<file path="config.mk">
export PLATFORM = sky130hd
export DESIGN_NAME = software_strap_config_latch
export DESIGN_NICKNAME = d
export VERILOG_FILES = /design/src/rtl/strap_pkg.sv /design/src/rtl/reset_pulse_gen.sv /design/src/rtl/software_strap_config_latch.sv
export SDC_FILE = /design/constraint.sdc
export NUM_CORES = 1
export LEC_CHECK = 0
export BUFFER_PORTS_ARGS = -buffer_cell sky130_fd_sc_hd__buf_2
export CAP_MARGIN = 20
export CORE_AREA = 5 5 92 94
export CTS_CLUSTER_DIAMETER = 50
export CTS_CLUSTER_SIZE = 14
export DETAILED_ROUTE_END_ITERATION = 10
export DIE_AREA = 0 0 97 99
export GPL_TIMING_DRIVEN = 0
export PLACE_DENSITY = 0.68
export SLEW_MARGIN = 20
export SYNTH_ARGS = -nofsm -noshare
export SYNTH_HDL_FRONTEND = slang
export SYNTH_SLANG_ARGS = --single-unit
</file>
<file path="constraint.sdc">
create_clock -name aclk -period 2.1 [get_ports aclk]
set_input_delay 0.315 -clock aclk [delete_from_list [all_inputs] [get_ports aclk]]
set_output_delay 0.315 -clock aclk [all_outputs]
set_load 0.05 [all_outputs]
</file>
<file path="src/rtl/strap_pkg.sv">
package strap_pkg;
   // Register index; the bus byte address is four times it
   localparam logic [11:0] soft_strap_index = 12'h009;
   localparam logic [11:0] addr_soft_strap = {soft_strap_index[9:0], 2'h0};
   localparam logic [11:0] addr_status = 12'h028;
   localparam int done_bit = 15;
   localparam int crossover_bit = 14;
   localparam int autoneg_bit = 13;
   localparam int mode_high_bit = 12;
   localparam int mode_low_bit = 11;
   localparam logic [15:0] strap_reset = 16'h7800;
   localparam logic [15:0] strap_mask = 16'hf800;
   localparam int pulse_ns = 200;
   localparam int clk_ns = 50;
   localparam int pulse_cycles = (pulse_ns + clk_ns - 1) / clk_ns;
   localparam logic [1:0] resp_okay = 2'h0;
   localparam logic [1:0] resp_slverr = 2'h2;
   typedef enum logic [1:0] {
      seq_wait = 2'h0,
      seq_pulse = 2'h1,
      seq_done = 2'h3
   } seq_state_type;
endpackage
</file>
<file path="src/rtl/reset_pulse_gen.sv">
module reset_pulse_gen #(
   parameter int width = strap_pkg::pulse_cycles
) (
   // Clock and reset
   input wire logic aclk,
   input wire logic aresetn,
   // Trigger and pulse
   input wire logic start,
   output logic pulse
);
   typedef struct packed {
      logic [7:0] count;
      logic pulse;
   } pulse_state_type;
   pulse_state_type state;
   pulse_state_type next_state;
   always_comb begin
      next_state = state;
      if (start) begin
         next_state.count = 8'(width);
         next_state.pulse = 1'b1;
      end else if (state.count != 8'h00) begin
         next_state.count = state.count - 8'h01;
         next_state.pulse = (state.count != 8'h01);
      end else begin
         next_state.pulse = 1'b0;
      end
   end
   always_ff @(posedge aclk) begin
      if (!aresetn) begin
         state <= '0;
      end else begin
         state <= next_state;
      end
   end
   assign pulse = state.pulse;
endmodule

</file>
<file path="src/rtl/software_strap_config_latch.sv">
module software_strap_config_latch (
   // Clock and reset
   input wire logic aclk,
   input wire logic aresetn,
   // Write address
   input wire logic [11:0] s_axi_awaddr,
   input wire logic s_axi_awvalid,
   output logic s_axi_awready,
   // Write data
   input wire logic [31:0] s_axi_wdata,
   input wire logic [3:0] s_axi_wstrb,
   input wire logic s_axi_wvalid,
   output logic s_axi_wready,
   // Write response
   output logic [1:0] s_axi_bresp,
   output logic s_axi_bvalid,
   input wire logic s_axi_bready,
   // Read address
   input wire logic [11:0] s_axi_araddr,
   input wire logic s_axi_arvalid,
   output logic s_axi_arready,
   // Read data
   output logic [31:0] s_axi_rdata,
   output logic [1:0] s_axi_rresp,
   output logic s_axi_rvalid,
   input wire logic s_axi_rready,
   // Latched strap controls
   output logic internal_reset,
   output logic reset_sequence_done,
   output logic crossover_auto_on,
   output logic autoneg_on,
   output logic [1:0] negotiation_mode_select
);
   typedef struct packed {
      logic aw_held;
      logic [11:0] aw_addr;
      logic w_held;
      logic [15:0] w_data;
      logic [1:0] w_strb;
      logic bvalid;
      logic [1:0] bresp;
      logic rvalid;
      logic [1:0] rresp;
      logic [31:0] rdata;
      logic [15:0] strap;
      strap_pkg::seq_state_type seq;
      logic start;
      logic rst_out;
      logic done_out;
      logic xover;
      logic aneg;
      logic [1:0] mode;
      logic awready;
      logic wready;
      logic arready;
      logic [7:0] rst_len;
   } latch_state_type;
   latch_state_type state;
   latch_state_type next_state;
   logic pulse;

   reset_pulse_gen #(.width(strap_pkg::pulse_cycles)) reset_pulse_gen_i (
      .aclk(aclk),
      .aresetn(aresetn),
      .start(state.start),
      .pulse(pulse)
   );

   function automatic logic [15:0] merge(input logic [15:0] old,
      input logic [15:0] data, input logic [1:0] strb);
      logic [15:0] r;
      r = old;
      if (strb[0]) r[7:0] = data[7:0];
      if (strb[1]) r[15:8] = data[15:8];
      return r & strap_pkg::strap_mask;
   endfunction

   function automatic logic addr_hit(input logic [11:0] addr,
      input logic [11:0] base);
      return addr[11:2] == base[11:2];
   endfunction

   always_comb begin
      next_state = state;
      next_state.start = 1'b0;
      if (s_axi_awvalid && !state.aw_held) begin
         next_state.aw_held = 1'b1;
         next_state.aw_addr = s_axi_awaddr;
      end
      if (s_axi_wvalid && !state.w_held) begin
         next_state.w_held = 1'b1;
         next_state.w_data = s_axi_wdata[15:0];
         next_state.w_strb = s_axi_wstrb[1:0];
      end
      if (state.bvalid && s_axi_bready) begin
         next_state.bvalid = 1'b0;
      end
      if (state.aw_held && state.w_held && !state.bvalid) begin
         next_state.aw_held = 1'b0;
         next_state.w_held = 1'b0;
         next_state.bvalid = 1'b1;
         next_state.bresp = strap_pkg::resp_okay;
         if (addr_hit(state.aw_addr, strap_pkg::addr_soft_strap)) begin
            next_state.strap = merge(state.strap, state.w_data, state.w_strb);
            if (next_state.strap[strap_pkg::done_bit]
                && !state.strap[strap_pkg::done_bit]) begin
               next_state.start = 1'b1;
            end
         end else if (!addr_hit(state.aw_addr, strap_pkg::addr_status)) begin
            next_state.bresp = strap_pkg::resp_slverr;
         end
      end
      if (state.rvalid && s_axi_rready) begin
         next_state.rvalid = 1'b0;
      end
      if (s_axi_arvalid && !state.rvalid) begin
         next_state.rvalid = 1'b1;
         next_state.rresp = strap_pkg::resp_okay;
         next_state.rdata = 32'h0000_0000;
         if (addr_hit(s_axi_araddr, strap_pkg::addr_soft_strap)) begin
            next_state.rdata[15:0] = state.strap;
         end else if (addr_hit(s_axi_araddr, strap_pkg::addr_status)) begin
            next_state.rdata[5:0] = {state.done_out, state.rst_out,
               state.xover, state.aneg, state.mode};
         end else begin
            next_state.rresp = strap_pkg::resp_slverr;
         end
      end
      case (state.seq)
         strap_pkg::seq_wait: begin
            if (state.start) begin
               next_state.seq = strap_pkg::seq_pulse;
            end
         end
         strap_pkg::seq_pulse: begin
            // Flag cleared mid-pulse: do not finish the sequence
            if (!pulse && state.strap[strap_pkg::done_bit]) begin
               next_state.seq = strap_pkg::seq_done;
            end else if (!pulse) begin
               next_state.seq = strap_pkg::seq_wait;
            end
         end
         strap_pkg::seq_done: begin
            if (!state.strap[strap_pkg::done_bit]) begin
               next_state.seq = strap_pkg::seq_wait;
            end
         end
         default: next_state.seq = strap_pkg::seq_wait;
      endcase
      next_state.rst_out = pulse;
      if (state.start) begin
         next_state.xover = state.strap[strap_pkg::crossover_bit];
         next_state.aneg = state.strap[strap_pkg::autoneg_bit];
         next_state.mode = state.strap[strap_pkg::mode_high_bit:
            strap_pkg::mode_low_bit];
      end
      next_state.done_out = (next_state.seq == strap_pkg::seq_done);
      // Cycles of pulse so far, for the length checks below
      next_state.rst_len = next_state.rst_out ? state.rst_len + 8'h01 : 8'h00;
      // Ready kept in flops so the ports carry no gate
      next_state.awready = !next_state.aw_held;
      next_state.wready = !next_state.w_held;
      next_state.arready = !next_state.rvalid;
   end

   always_ff @(posedge aclk) begin
      if (!aresetn) begin
         state <= '0;
         state.awready <= 1'b1;
         state.wready <= 1'b1;
         state.arready <= 1'b1;
         state.strap <= strap_pkg::strap_reset;
         state.seq <= strap_pkg::seq_wait;
         state.xover <= strap_pkg::strap_reset[strap_pkg::crossover_bit];
         state.aneg <= strap_pkg::strap_reset[strap_pkg::autoneg_bit];
         state.mode <= strap_pkg::strap_reset[strap_pkg::mode_high_bit:
            strap_pkg::mode_low_bit];
      end else begin
         state <= next_state;
      end
   end

   assign s_axi_awready = state.awready;
   assign s_axi_wready = state.wready;
   assign s_axi_bvalid = state.bvalid;
   assign s_axi_bresp = state.bresp;
   assign s_axi_arready = state.arready;
   assign s_axi_rvalid = state.rvalid;
   assign s_axi_rresp = state.rresp;
   assign s_axi_rdata = state.rdata;
   assign internal_reset = state.rst_out;
   assign reset_sequence_done = state.done_out;
   assign crossover_auto_on = state.xover;
   assign autoneg_on = state.aneg;
   assign negotiation_mode_select = state.mode;

   property p_capture;
      @(posedge aclk) disable iff (!aresetn)
      state.start |=> (crossover_auto_on == $past(state.strap[14])
         && autoneg_on == $past(state.strap[13]));
   endproperty
   a_capture: assert property (p_capture)
      else $error("strap capture wrong");

   property p_pulse;
      @(posedge aclk) disable iff (!aresetn)
      state.start |-> ##[2:3] internal_reset;
   endproperty
   a_pulse: assert property (p_pulse)
      else $error("no reset pulse");

   property p_gate;
      @(posedge aclk) disable iff (!aresetn)
      !state.strap[15] |=> !reset_sequence_done;
   endproperty
   a_gate: assert property (p_gate)
      else $error("done without flag");

   property p_mode;
      @(posedge aclk) disable iff (!aresetn)
      state.start |=> negotiation_mode_select == $past(state.strap[12:11]);
   endproperty
   a_mode: assert property (p_mode)
      else $error("mode not captured");

   property p_stable;
      @(posedge aclk) disable iff (!aresetn)
      !state.start |=> $stable(crossover_auto_on);
   endproperty
   a_stable: assert property (p_stable)
      else $error("crossover changed");

   // Capture starts only on a fresh 0 to 1 of the flag
   property p_start_rise;
      @(posedge aclk) disable iff (!aresetn)
      state.start |-> (state.strap[strap_pkg::done_bit]
         && !$past(state.strap[strap_pkg::done_bit]));
   endproperty
   a_start_rise: assert property (p_start_rise)
      else $error("capture without flag rise");

   property p_start_one;
      @(posedge aclk) disable iff (!aresetn)
      state.start |=> !state.start;
   endproperty
   a_start_one: assert property (p_start_one)
      else $error("capture strobe too long");

   property p_rst_after_start;
      @(posedge aclk) disable iff (!aresetn)
      $rose(internal_reset) |-> $past(state.start, 2);
   endproperty
   a_rst_after_start: assert property (p_rst_after_start)
      else $error("reset pulse without capture");

   // A cut pulse would leave the core half reset
   property p_pulse_len;
      @(posedge aclk) disable iff (!aresetn)
      $fell(internal_reset)
         |-> $past(state.rst_len) == 8'(strap_pkg::pulse_cycles);
   endproperty
   a_pulse_len: assert property (p_pulse_len)
      else $error("reset pulse too short");

   property p_pulse_max;
      @(posedge aclk) disable iff (!aresetn)
      internal_reset |-> state.rst_len <= 8'(strap_pkg::pulse_cycles);
   endproperty
   a_pulse_max: assert property (p_pulse_max)
      else $error("reset pulse too long");

   property p_done_after;
      @(posedge aclk) disable iff (!aresetn)
      $rose(reset_sequence_done) |-> $fell(internal_reset);
   endproperty
   a_done_after: assert property (p_done_after)
      else $error("done before pulse end");

   property p_rst_no_done;
      @(posedge aclk) disable iff (!aresetn)
      internal_reset |-> !reset_sequence_done;
   endproperty
   a_rst_no_done: assert property (p_rst_no_done)
      else $error("done during reset pulse");

   // Checked through reset, so no disable here
   property p_flag_reset;
      @(posedge aclk)
      !aresetn |=> (!state.strap[strap_pkg::done_bit]
         && !reset_sequence_done && !internal_reset);
   endproperty
   a_flag_reset: assert property (p_flag_reset)
      else $error("flag not cleared by reset");

   property p_aneg_stable;
      @(posedge aclk) disable iff (!aresetn)
      !state.start |=> ($stable(autoneg_on)
         && $stable(negotiation_mode_select));
   endproperty
   a_aneg_stable: assert property (p_aneg_stable)
      else $error("autoneg or mode changed");
endmodule

</file>
==> insert_results.sql, run 1 <==
INSERT INTO impl_metrics (metric_group, metric, value, unit) VALUES
('run_status', 'status', 'finished clean', ''),
('timing', 'finalHoldViolations', '0', ''),
('power_and_ir_drop', 'fin_total_pwr', '3.354', 'mW'),
('setup_path', 'timing.critical_path.buf_inv', '2', ''),
('setup_path', 'type_of_the_setup_path_with_the_least_slack', 'flip-flop to flip-flop', ''),
('hold_path', 'hold_path.class', 'primary input to flip-flop', ''),
('clocking', 'clock-sinks', '59', ''),
('setup_path', 'cpMaxStageDelayCell', 'sky130_fd_sc_hd__or4b_1', ''),
('yosys', 'ys_dominant_reg_cell', 'sky130_fd_sc_hd__dfxtp_1', ''),
('timing', 'maxClockFrequency', '0.5926', 'GHz'),
('power_and_ir_drop', 'total_power_density_per_cell_area', '1018', 'nW/um^2'),
('yosys', 'ys_ff_latch', '59', ''),
('place', 'gp_congestion', '0.8704', ''),
('timing', 'final.setup_skew', '7.204', 'ps'),
('global_routing', 'grt_pass1_wl', '9252', 'um'),
('floorplan', 'core.rowCount', '32', ''),
('setup_path', 'worst_setup_path_start_kind', 'flip-flop', ''),
('clocking', 'insertion_delay', '330', 'ps'),
('yosys', 'netlist_top_cells_count', 'sky130_fd_sc_hd__dfxtp_1, sky130_fd_sc_hd__buf_4, sky130_fd_sc_hd__nand2_1', ''),
('place', 'placed_area', '3052', 'sq um'),
('hold_path', 'timing.hold.worst.start', 's_axi_awaddr[3]', ''),
('setup_path', 'timing.critical_path.slowest_cell_delay', '440', 'ps'),
('yosys', 'synth.distinct_cells', '38', ''),
('layout', 'antenna_cells_inserted', '0', ''),
('floorplan', 'die_area', '9603', 'sq um'),
('route', 'detail_route.wirelength', '5564', 'um'),
('route', 'antenna_left', '0', ''),
('timing', 'number_of_pins_exceeding_their_max_slew_limit_in_the_final_report', '0', ''),
('timing', 'final_min_period_over_clock_period', '0.8036', ''),
('yosys', 'netlist_area', '2561', 'sq um'),
('timing', 'final_period_minus_worst_setup_slack', '1688', 'ps'),
('place', 'port_buffers', '56', ''),
('layout', 'layout-drive-gt1-share', '0.2963', ''),
('yosys', 'synth-warning-count', '0', ''),
('power_and_ir_drop', 'vdd_drop_max', '353.3', 'uV'),
('clocking', 'cts_setup_buffers', '0', ''),
('clocking', 'clk_pin_slew_worst_paths', '70', 'ps'),
('setup_path', 'r2r_start', 'reset_pulse_gen_i.state[1]', ''),
('clocking', 'cts_tree', 'built', ''),
('place', 'dpl.cell_count', '464', ''),
('global_routing', 'globalRouteTotalUtil', '0.1213', ''),
('timing', 'slew-limit-headroom', '0.4540', ''),
('clocking', 'cts_buffers', '9', ''),
('setup_path', 'endpoint_kind', 'flip-flop', ''),
('layout', 'post_synthesis_to_final_layout_area_growth', '28.58', '%'),
('floorplan', 'core_area', '7567', 'sq um'),
('setup_path', 'path_max_fanout', '6', ''),
('yosys', 'syn-instance-count', '284', ''),
('power_and_ir_drop', 'total_leakage_power', '1.553', 'nW'),
('global_routing', 'global_route.overflow_total', '0', ''),
('timing', 'grt_setup_unrepaired', 'no', ''),
('route', 'post-route-drc-count', '0', ''),
('clocking', 'clk_root_buffer_cell', 'sky130_fd_sc_hd__clkbuf_8', ''),
('setup_path', 'rr_endpoint', 'reset_pulse_gen_i.state[1]', ''),
('floorplan', 'dieWidth', '97', 'um'),
('global_routing', 'grt_antenna_before_repair', '0', ''),
('yosys', 'number_of_flops_mapped_to_enable_cells_by_yosys', '0', ''),
('route', 'firstDrtPassIters', '4', ''),
('clocking', 'holdBufCountCts', '0', ''),
('hold_path', 'whs_endpoint', 'state[96]', ''),
('setup_path', 'worst_r2r_path_depth', '6', ''),
('layout', 'layout.cells.non_filler', '480', ''),
('layout', 'num-fill-cells', '767', ''),
('layout', 'final_non_filler_cell_area', '3293', 'sq um'),
('clocking', 'clock_tree.htree_level_count', '3', ''),
('yosys', 'yosysTopAreaCell', 'sky130_fd_sc_hd__dfxtp_1', ''),
('setup_path', 'cpLargestDelayFamily', 'simple AND/OR/NAND/NOR gates', ''),
('setup_path', 'path_cells', 'inv_1 -> ha_1 -> or4b_1 -> clkbuf_1 -> o21ai_0 -> nor3b_1', ''),
('yosys', 'synthTopCellsByArea', 'sky130_fd_sc_hd__dfxtp_1, sky130_fd_sc_hd__buf_4, sky130_fd_sc_hd__mux2i_1', ''),
('global_routing', 'first_global_vias', '2028', ''),
('place', 'place_worst_setup_slack', '422.8', 'ps');
layout make-up:
type	instances	area (sq um)	share of cell area
sequential	59	1181	0.3587
multi-input combinational	191	1110	0.3370
buffer	49	326.6	0.09916
timing repair buffer	56	280.3	0.08511
clock buffer	11	141.4	0.04293
tap	102	127.6	0.03875
clock inverter	5	100.1	0.03040
inverter	7	26.28	0.007979
metal layers:
layer,wire (um),GRT usage
met1,2542,0.1476
met5,0,0
met3,476,0.05166
met2,2338,0.1720
met4,207,0.08423
cell usage in the layout, fill, tap and decap left out, types with 5 or more instances in the layout:
master / n
sky130_fd_sc_hd__clkbuf_1: 9
sky130_fd_sc_hd__nor3_1: 7
sky130_fd_sc_hd__o21ai_0: 6
sky130_fd_sc_hd__or3_1: 5
sky130_fd_sc_hd__nor2b_1: 5
sky130_fd_sc_hd__dfxtp_1: 59
sky130_fd_sc_hd__a21oi_1: 24
sky130_fd_sc_hd__clkbuf_8: 10
sky130_fd_sc_hd__buf_4: 38
sky130_fd_sc_hd__mux2i_1: 16
sky130_fd_sc_hd__nand2_1: 33
sky130_fd_sc_hd__conb_1: 23
sky130_fd_sc_hd__nand4_1: 8
sky130_fd_sc_hd__a22o_1: 5
sky130_fd_sc_hd__buf_2: 56
sky130_fd_sc_hd__nor2_1: 21
sky130_fd_sc_hd__inv_1: 7
sky130_fd_sc_hd__nand2b_1: 6
state kept, by name, summed over array words and instances (netlist names):
name / flops
reset_pulse_gen_i.pulse: 1
state: 26
s_axi_wready: 1
internal_reset: 1
s_axi_arready: 1
s_axi_rdata: 11
crossover_auto_on: 1
reset_pulse_gen_i.state: 8
reset_sequence_done: 1
autoneg_on: 1
negotiation_mode_select: 2
s_axi_bresp: 1
s_axi_bvalid: 1
s_axi_rvalid: 1
s_axi_awready: 1
s_axi_rresp: 1
worst reg2reg max path, cell delays in order (launching register included):
cell	delay, ps
sky130_fd_sc_hd__dfxtp_1	350
sky130_fd_sc_hd__inv_1	100
sky130_fd_sc_hd__ha_1	220
sky130_fd_sc_hd__or4b_1	440
sky130_fd_sc_hd__clkbuf_1	170
sky130_fd_sc_hd__o21ai_0	170
sky130_fd_sc_hd__nor3b_1	170
power breakdown:
group / leakage [nW] / switching (mW) / internal (mW)
logic: 0.947 / 0.474 / 0.307
registers: 0.483 / 0.0973 / 1.24
clock network: 0.123 / 0.423 / 0.817
total: 1.55 / 0.995 / 2.36
how the worst max path moves through the flow:
stage                                     from                          to  slack, ps  cells after the start
floorplan           reset_pulse_gen_i.state[1]  reset_pulse_gen_i.state[4]        590                      6
global placement               s_axi_araddr[9]             s_axi_rdata[15]        460                      4
finish              reset_pulse_gen_i.state[1]  reset_pulse_gen_i.state[1]        410                      6
detailed placement  reset_pulse_gen_i.state[1]  reset_pulse_gen_i.state[4]        420                      6
global route        reset_pulse_gen_i.state[1]  reset_pulse_gen_i.state[1]        190                      6
CTS                 reset_pulse_gen_i.state[1]  reset_pulse_gen_i.state[1]        410                      6
kinds of logic after synthesis:
group | share of synthesized area
other cells | 0.001464
mux | 0.06253
buf+inv | 0.1378
xor+xnor | 0.01026
flops | 0.4612
simple gates | 0.2145
fa+ha+maj | 0.01466
compound gates | 0.09771
Note: power is estimated with default switching activity, not from simulation.
==> run 2, diff against run 1 <==
Clock period 2.1 ns to 1.6 ns, I/O delays scaled along.
==> run 2 against run 1 <==
  * Sequential cell count unchanged
  * Clock-buffer cell count unchanged
  * Critical path depth decreased by 2
  * Sequential share of layout area decreased by 0.45 points
  * Utilization increased by 0.60 points
  * Register-to-register slack got worse by 320 ps
  * Critical endpoint is now reset_pulse_gen_i.state[8]
  * Largest cell class unchanged
  * Largest power group unchanged
==> insert_results.sql, run 2 (same netlist as run 1, synthesis figures left out) <==
INSERT INTO impl_metrics (metric_group, metric, value, unit) VALUES
('setup_path', 'reg2reg_setup_slack', '90', 'ps'),
('setup_path', 'rr_endpoint', 'reset_pulse_gen_i.state[8]', ''),
('floorplan', 'core_area', '7567', 'sq um'),
('floorplan', 'dieWidth', '97', 'um'),
('place', 'port_buffers', '56', ''),
('floorplan', 'core.rowCount', '32', ''),
('floorplan', 'io_pins', '114', ''),
('clocking', 'cts-root-to-sink-buffers', '2', ''),
('route', 'post-route-drc-count', '0', ''),
('timing', 'worst_slew_pin_slew', '635.0', 'ps'),
('timing', 'maxClockFrequency', '0.6611', 'GHz'),
('layout', 'post_synthesis_to_final_layout_area_growth', '30.34', '%'),
('power_and_ir_drop', 'vdd_drop_max', '475.3', 'uV'),
('setup_path', 'worst_ep_arrival', '1790', 'ps'),
('layout', 'mostFrequentLayoutCell', 'sky130_fd_sc_hd__dfxtp_1', ''),
('setup_path', 'cpMaxStageDelayCell', 'sky130_fd_sc_hd__or3_1', ''),
('setup_path', 'worst_r2r_path_depth', '4', ''),
('layout', 'layout.cells.non_filler', '480', ''),
('timing', 'post-route-worst-setup-slack', '87.48', 'ps'),
('floorplan', 'floorplan.initialDensity', '0.3385', ''),
('hold_path', 'hold_path.class', 'primary input to flip-flop', ''),
('timing', 'post_route_worst_hold_slack', '138.1', 'ps'),
('place', 'dp_hpwl', '4322', 'um'),
('layout', 'largest_register_ffs', '26', ''),
('timing', 'slew-limit-headroom', '0.5731', ''),
('clocking', 'clk_root_buffer_cell', 'sky130_fd_sc_hd__clkbuf_8', ''),
('run_status', 'status', 'finished clean', ''),
('flow_run', 'timing.max_cap.violations', '0', ''),
('layout', 'layout-drive-gt1-share', '0.3228', ''),
('power_and_ir_drop', 'total_leakage_power', '1.566', 'nW'),
('place', 'place_worst_setup_slack', '-77.21', 'ps'),
('setup_path', 'type_of_the_setup_path_with_the_least_slack', 'flip-flop to flip-flop', ''),
('hold_path', 'timing.hold.worst_path_depth', '3', ''),
('global_routing', 'global_route.overflow_total', '0', ''),
('layout', 'regMostFlops', 'state', ''),
('timing', 'final_min_period_over_clock_period', '0.9453', ''),
('power_and_ir_drop', 'fin_total_pwr', '4.520', 'mW'),
('power_and_ir_drop', 'total_power_density_per_cell_area', '1354', 'nW/um^2'),
('setup_path', 'timing.critical_path.slowest_cell_delay', '410', 'ps'),
('floorplan', 'die_area', '9603', 'sq um'),
('route', 'antenna_left', '0', ''),
('floorplan', 'dieHeight', '99', 'um'),
('setup_path', 'cp.required', '1880', 'ps'),
('global_routing', 'maximum_number_of_pins_on_one_net_before_global_route_repair', '11', ''),
('place', 'gp_congestion', '0.8704', ''),
('layout', 'fin_nets', '443', ''),
('hold_path', 'timing.hold.worst.start', 's_axi_awaddr[6]', ''),
('route', 'routed-via-count', '2124', ''),
('layout', 'most-common-layout-cells', 'sky130_fd_sc_hd__dfxtp_1, sky130_fd_sc_hd__buf_2, sky130_fd_sc_hd__buf_4', ''),
('route', 'detail_route.wirelength', '5677', 'um'),
('timing', 'number_of_pins_exceeding_their_max_slew_limit_in_the_final_report', '0', ''),
('timing', 'final.setup_skew', '8.234', 'ps'),
('route', 'initialDrtViolationCount', '112', ''),
('setup_path', 'endpoint_kind', 'flip-flop', ''),
('layout', 'final_core_util', '0.4411', ''),
('hold_path', 'whs_endpoint', 'state[99]', ''),
('layout', 'antenna_cells_inserted', '0', ''),
('setup_path', 'worst_setup_path_start_kind', 'flip-flop', ''),
('clocking', 'clock_tree.htree_level_count', '3', ''),
('global_routing', 'first_global_vias', '2026', ''),
('setup_path', 'path_max_fanout', '10', ''),
('timing', 'final_period_minus_worst_setup_slack', '1513', 'ps'),
('setup_path', 'path_cells', 'or3_1 -> clkbuf_2 -> nor4_1 -> o21ba_2', ''),
('timing', 'finalHoldViolations', '0', ''),
('place', 'dpl.cell_count', '464', ''),
('timing', 'setup_violation_total_in_the_final_timing_report', '0', ''),
('route', 'route.detailed.wl_per_inst', '11.83', 'um'),
('setup_path', 'r2r_start', 'reset_pulse_gen_i.state[4]', ''),
('clocking', 'clock-sinks', '59', ''),
('global_routing', 'grt_antenna_before_repair', '0', ''),
('clocking', 'cts_tree', 'built', ''),
('global_routing', 'grt_pass1_wl', '9252', 'um'),
('clocking', 'cts_buffers', '9', ''),
('clocking', 'clk_pin_slew_worst_paths', '70', 'ps'),
('clocking', 'insertion_delay', '340', 'ps'),
('route', 'firstDrtPassIters', '4', ''),
('global_routing', 'globalRouteTotalUtil', '0.1213', ''),
('route', 'detail_route.vias_per_cell', '4.425', '');
-- run 2: final cells by class --
| class | count | area (sq um) |
|---|---|---|
| Fill cell | 757 | 4229 |
| Sequential cell | 59 | 1182 |
| Multi-Input combinational cell | 191 | 1149 |
| Buffer | 48 | 324.1 |
| Timing Repair Buffer | 57 | 287.8 |
| Clock buffer | 11 | 141.4 |
| Tap cell | 102 | 127.6 |
| Clock inverter | 5 | 100.1 |
| Inverter | 7 | 26.28 |
-- run 2: timing repair --
item | 4_1_cts | 5_1_grt
hold buffers | 0 | 0
resized for setup | 2 | 12
endpoints found under the setup margin | 6 | 16
setup buffers | 0 | 1
pin swaps | 0 | 1
-- run 2: per-stage QoR --
| stage | TNS (ps) | area, sq um |
|---|---|---|
| after floorplan | 0 | 2644 |
| after global placement | -17.72 | 3052 |
| after detailed placement | -371.3 | 3052 |
| after CTS | 0 | 3296 |
| after global routing | -5.489 | 3338 |
| final | 0 | 3338 |
-- run 2: how the worst max path moves through the flow --
| stage | startpoint | end | slack [ps] | cells after the start |
|---|---|---|---|---|
| 2_1_floorplan | reset_pulse_gen_i.state[1] | reset_pulse_gen_i.state[4] | 90 | 6 |
| 6_report | reset_pulse_gen_i.state[4] | reset_pulse_gen_i.state[8] | 90 | 4 |
| 3_5_place_dp | reset_pulse_gen_i.state[1] | reset_pulse_gen_i.state[4] | -80 | 6 |
| 5_1_grt | reset_pulse_gen_i.state[1] | reset_pulse_gen_i.state[1] | -5 | 5 |
| 4_1_cts | reset_pulse_gen_i.state[1] | reset_pulse_gen_i.state[1] | 10 | 5 |
| 3_3_place_gp | reset_pulse_gen_i.state[1] | reset_pulse_gen_i.state[4] | -20 | 6 |
-- run 2: where the power goes --
part | total (mW) | switching (mW) | leakage, nW | internal, mW
clock network | 1.64 | 0.566 | 0.123 | 1.07
logic | 1.12 | 0.664 | 0.960 | 0.457
registers | 1.76 | 0.137 | 0.483 | 1.62
total | 4.52 | 1.37 | 1.57 | 3.15
-- run 2: per-layer routing --
layer / track usage / routed length (um) / vias up
met5: 0 / 0 / -
met4: 0.08423 / 221 / 0
met3: 0.05166 / 498 / 15
met2: 0.1714 / 2395 / 74
met1: 0.1481 / 2563 / 944
li1: - / - / 1091
-- run 2: worst max-delay path, delay by kind of cell (launching register included) --
kind | cells | cell delay [ps]
and+or+nand+nor | 2 | 710
DFF | 1 | 350
buffers and inverters | 1 | 220
AOI/OAI and AO/OA | 1 | 180
==> run 3, diff against run 2 <==
Settings changed: CTS_BUF_LIST set to sky130_fd_sc_hd__clkbuf_8 sky130_fd_sc_hd__clkbuf_16.
==> run 3 against run 2 <==
  * Non-clock buffer count stayed put
  * Final area stayed put
  * Cell count stayed put
  * Power is 0.26% lower
  * Combinational power hardly changed
  * Utilization stayed put
  * First-iteration DRC count is 3.6% higher
  * Sequential cell count stayed put
  * Fmax stayed put
  * Via count is 0.19% higher
  * Critical endpoint unchanged
==> insert_results.sql, run 3 (same netlist as run 1, synthesis figures left out) <==
INSERT INTO impl_metrics (metric_group, metric, value, unit) VALUES
('run_status', 'status', 'finished clean', ''),
('power_and_ir_drop', 'combinational_cell_fraction_of_total_power', '0.249', ''),
('layout', 'regMostFlops', 'state', ''),
('power_and_ir_drop', 'p_sw_frac', '0.3020', ''),
('global_routing', 'grt_pass1_wl', '9252', 'um'),
('timing', 'setup_violation_total_in_the_final_timing_report', '0', ''),
('route', 'detail_route.vias_per_cell', '4.433', ''),
('timing', 'finalHoldViolations', '0', ''),
('layout', 'largest_register_ffs', '26', ''),
('setup_path', 'path_cells', 'or3_1 -> clkbuf_2 -> nor4_1 -> o21ba_2', ''),
('clocking', 'insertion_delay', '330', 'ps'),
('timing', 'totalNegativeSetupSlack', '0', 'ps'),
('route', 'route.detailed.wl_per_inst', '11.82', 'um'),
('setup_path', 'cpMaxStageDelayCell', 'sky130_fd_sc_hd__or3_1', ''),
('floorplan', 'die_area', '9603', 'sq um'),
('layout', 'num-fill-cells', '757', ''),
('clocking', 'clk_pin_slew_worst_paths', '70', 'ps'),
('global_routing', 'first_global_vias', '2027', ''),
('clocking', 'cts_tree', 'built', ''),
('setup_path', 'cp.required', '1880', 'ps'),
('setup_path', 'r2r_start', 'reset_pulse_gen_i.state[4]', ''),
('global_routing', 'global_route.overflow_total', '0', ''),
('power_and_ir_drop', 'total_power_density_per_cell_area', '1351', 'nW/um^2'),
('layout', 'fin_nets', '443', ''),
('route', 'firstDrtPassIters', '4', ''),
('route', 'post-route-drc-count', '0', ''),
('clocking', 'holdBufCountCts', '0', ''),
('power_and_ir_drop', 'vdd_drop_max', '475.3', 'uV'),
('hold_path', 'timing.hold.worst.start', 's_axi_awaddr[3]', ''),
('route', 'initialDrtViolationCount', '116', ''),
('layout', 'antenna_cells_inserted', '0', ''),
('timing', 'final_period_minus_worst_setup_slack', '1513', 'ps'),
('power_and_ir_drop', 'total_leakage_power', '1.570', 'nW'),
('timing', 'maxClockFrequency', '0.6611', 'GHz'),
('global_routing', 'maximum_number_of_pins_on_one_net_before_global_route_repair', '11', ''),
('power_and_ir_drop', 'share_clk_of_total_power', '0.361', ''),
('layout', 'mostFrequentLayoutCell', 'sky130_fd_sc_hd__dfxtp_1', ''),
('power_and_ir_drop', 'power.internal', '3.147', 'mW'),
('layout', 'most-common-layout-cells', 'sky130_fd_sc_hd__dfxtp_1, sky130_fd_sc_hd__buf_2, sky130_fd_sc_hd__buf_4', ''),
('timing', 'final_min_period_over_clock_period', '0.9453', ''),
('clocking', 'clk_root_buffer_cell', 'sky130_fd_sc_hd__clkbuf_8', ''),
('setup_path', 'worst_ep_arrival', '1790', 'ps'),
('place', 'gp_congestion', '0.8704', ''),
('power_and_ir_drop', 'netSwitchingPower', '1.361', 'mW'),
('place', 'dp_hpwl', '4322', 'um'),
('floorplan', 'core_area', '7567', 'sq um'),
('flow_run', 'timing.max_cap.violations', '0', ''),
('global_routing', 'grt_antenna_before_repair', '0', ''),
('place', 'placed_area', '3052', 'sq um'),
('floorplan', 'floorplan.initialDensity', '0.3385', ''),
('route', 'antenna_left', '0', ''),
('layout', 'final_non_filler_cell_area', '3338', 'sq um'),
('timing', 'worst_slew_pin_slew', '635.0', 'ps'),
('timing', 'final.setup_skew', '7.922', 'ps'),
('timing', 'number_of_pins_exceeding_their_max_slew_limit_in_the_final_report', '0', ''),
('setup_path', 'rr_endpoint', 'reset_pulse_gen_i.state[8]', ''),
('layout', 'layout-drive-gt1-share', '0.3228', ''),
('floorplan', 'core.rowCount', '32', ''),
('clocking', 'cts-root-to-sink-buffers', '2', ''),
('hold_path', 'whs_endpoint', 'state[96]', ''),
('global_routing', 'globalRouteTotalUtil', '0.1213', ''),
('route', 'routed-via-count', '2128', ''),
('timing', 'slew-limit-headroom', '0.5731', ''),
('power_and_ir_drop', 'share_seq_of_total_power', '0.391', ''),
('place', 'port_buffers', '56', ''),
('clocking', 'clock-sinks', '59', ''),
('setup_path', 'type_of_the_setup_path_with_the_least_slack', 'flip-flop to flip-flop', ''),
('route', 'detail_route.wirelength', '5673', 'um'),
('floorplan', 'io_pins', '114', ''),
('setup_path', 'worst_setup_path_start_kind', 'flip-flop', ''),
('floorplan', 'dieHeight', '99', 'um'),
('setup_path', 'reg2reg_setup_slack', '90', 'ps'),
('setup_path', 'path_max_fanout', '10', ''),
('clocking', 'clock_tree.htree_level_count', '3', ''),
('setup_path', 'endpoint_kind', 'flip-flop', ''),
('setup_path', 'timing.critical_path.slowest_cell_delay', '410', 'ps'),
('floorplan', 'dieWidth', '97', 'um'),
('clocking', 'cts_buffers', '9', ''),
('hold_path', 'hold_path.class', 'primary input to flip-flop', ''),
('hold_path', 'timing.hold.worst_path_depth', '3', ''),
('layout', 'post_synthesis_to_final_layout_area_growth', '30.34', '%'),
('setup_path', 'worst_r2r_path_depth', '4', '');
run 3: routing by layer:
metal | track usage | vias up | wire (um)
met5 | 0 | - | 0
met4 | 0.08423 | 0 | 221
met3 | 0.05166 | 15 | 498
met2 | 0.1714 | 74 | 2399
met1 | 0.1481 | 948 | 2554
li1 | - | 1091 | -
run 3: worst max path at each step:
stage / start / to / cells past startpoint
after floorplan: reset_pulse_gen_i.state[1] / reset_pulse_gen_i.state[4] / 6
after global placement: reset_pulse_gen_i.state[1] / reset_pulse_gen_i.state[4] / 6
after detailed placement: reset_pulse_gen_i.state[1] / reset_pulse_gen_i.state[4] / 6
after CTS: reset_pulse_gen_i.state[1] / reset_pulse_gen_i.state[1] / 5
after global routing: reset_pulse_gen_i.state[1] / reset_pulse_gen_i.state[1] / 5
final: reset_pulse_gen_i.state[4] / reset_pulse_gen_i.state[8] / 4
run 3: worst max-delay path: cells and delay by family (launching register included):
kind / cells / cell delay [ps]
AO/OA/AOI/OAI: 1 / 180
buffers and inverters: 1 / 220
flip-flops: 1 / 350
AND/OR/NAND/NOR: 2 / 710
run 3: what timing repair did:
item	in CTS	in global routing
resized for setup	2	12
buffers inserted	0	1
pin swaps	0	1
endpoints found under the setup margin	6	16
run 3: stage by stage:
stage	hold WS [ps]	worst slack (ps)	util	std cells	total power, mW
finish	140.7	87.48	0.4411	480	4.508
global route	128.9	-5.489	0.4411	480	4.797
CTS	129.7	11.03	0.4355	479	4.455
detailed placement	444.9	-77.21	0.4033	464	2.801
global placement	441.7	-15.27	0.4033	464	2.756
floorplan	313.2	91.99	-	306	2.574
run 3: layout make-up:
class,count,area [sq um],share of cell area
Buffer,48,324.1,0.09708
Clock buffer,10,137.6,0.04123
Clock inverter,6,103.9,0.03111
Inverter,7,26.28,0.007871
Multi-Input combinational cell,191,1149,0.3441
Sequential cell,59,1182,0.3542
Tap cell,102,127.6,0.03823
Timing Repair Buffer,57,287.8,0.08621
run 3: power groups by stage:
stage / Clock [mW] / Combinational (mW) / Sequential (mW)
after CTS: 1.67 / 1.04 / 1.75
after floorplan: 0 / 0.774 / 1.80
after global routing: 1.74 / 1.27 / 1.78
after detailed placement: 0 / 1.02 / 1.78
after global placement: 0 / 0.982 / 1.77
final: 1.63 / 1.12 / 1.76
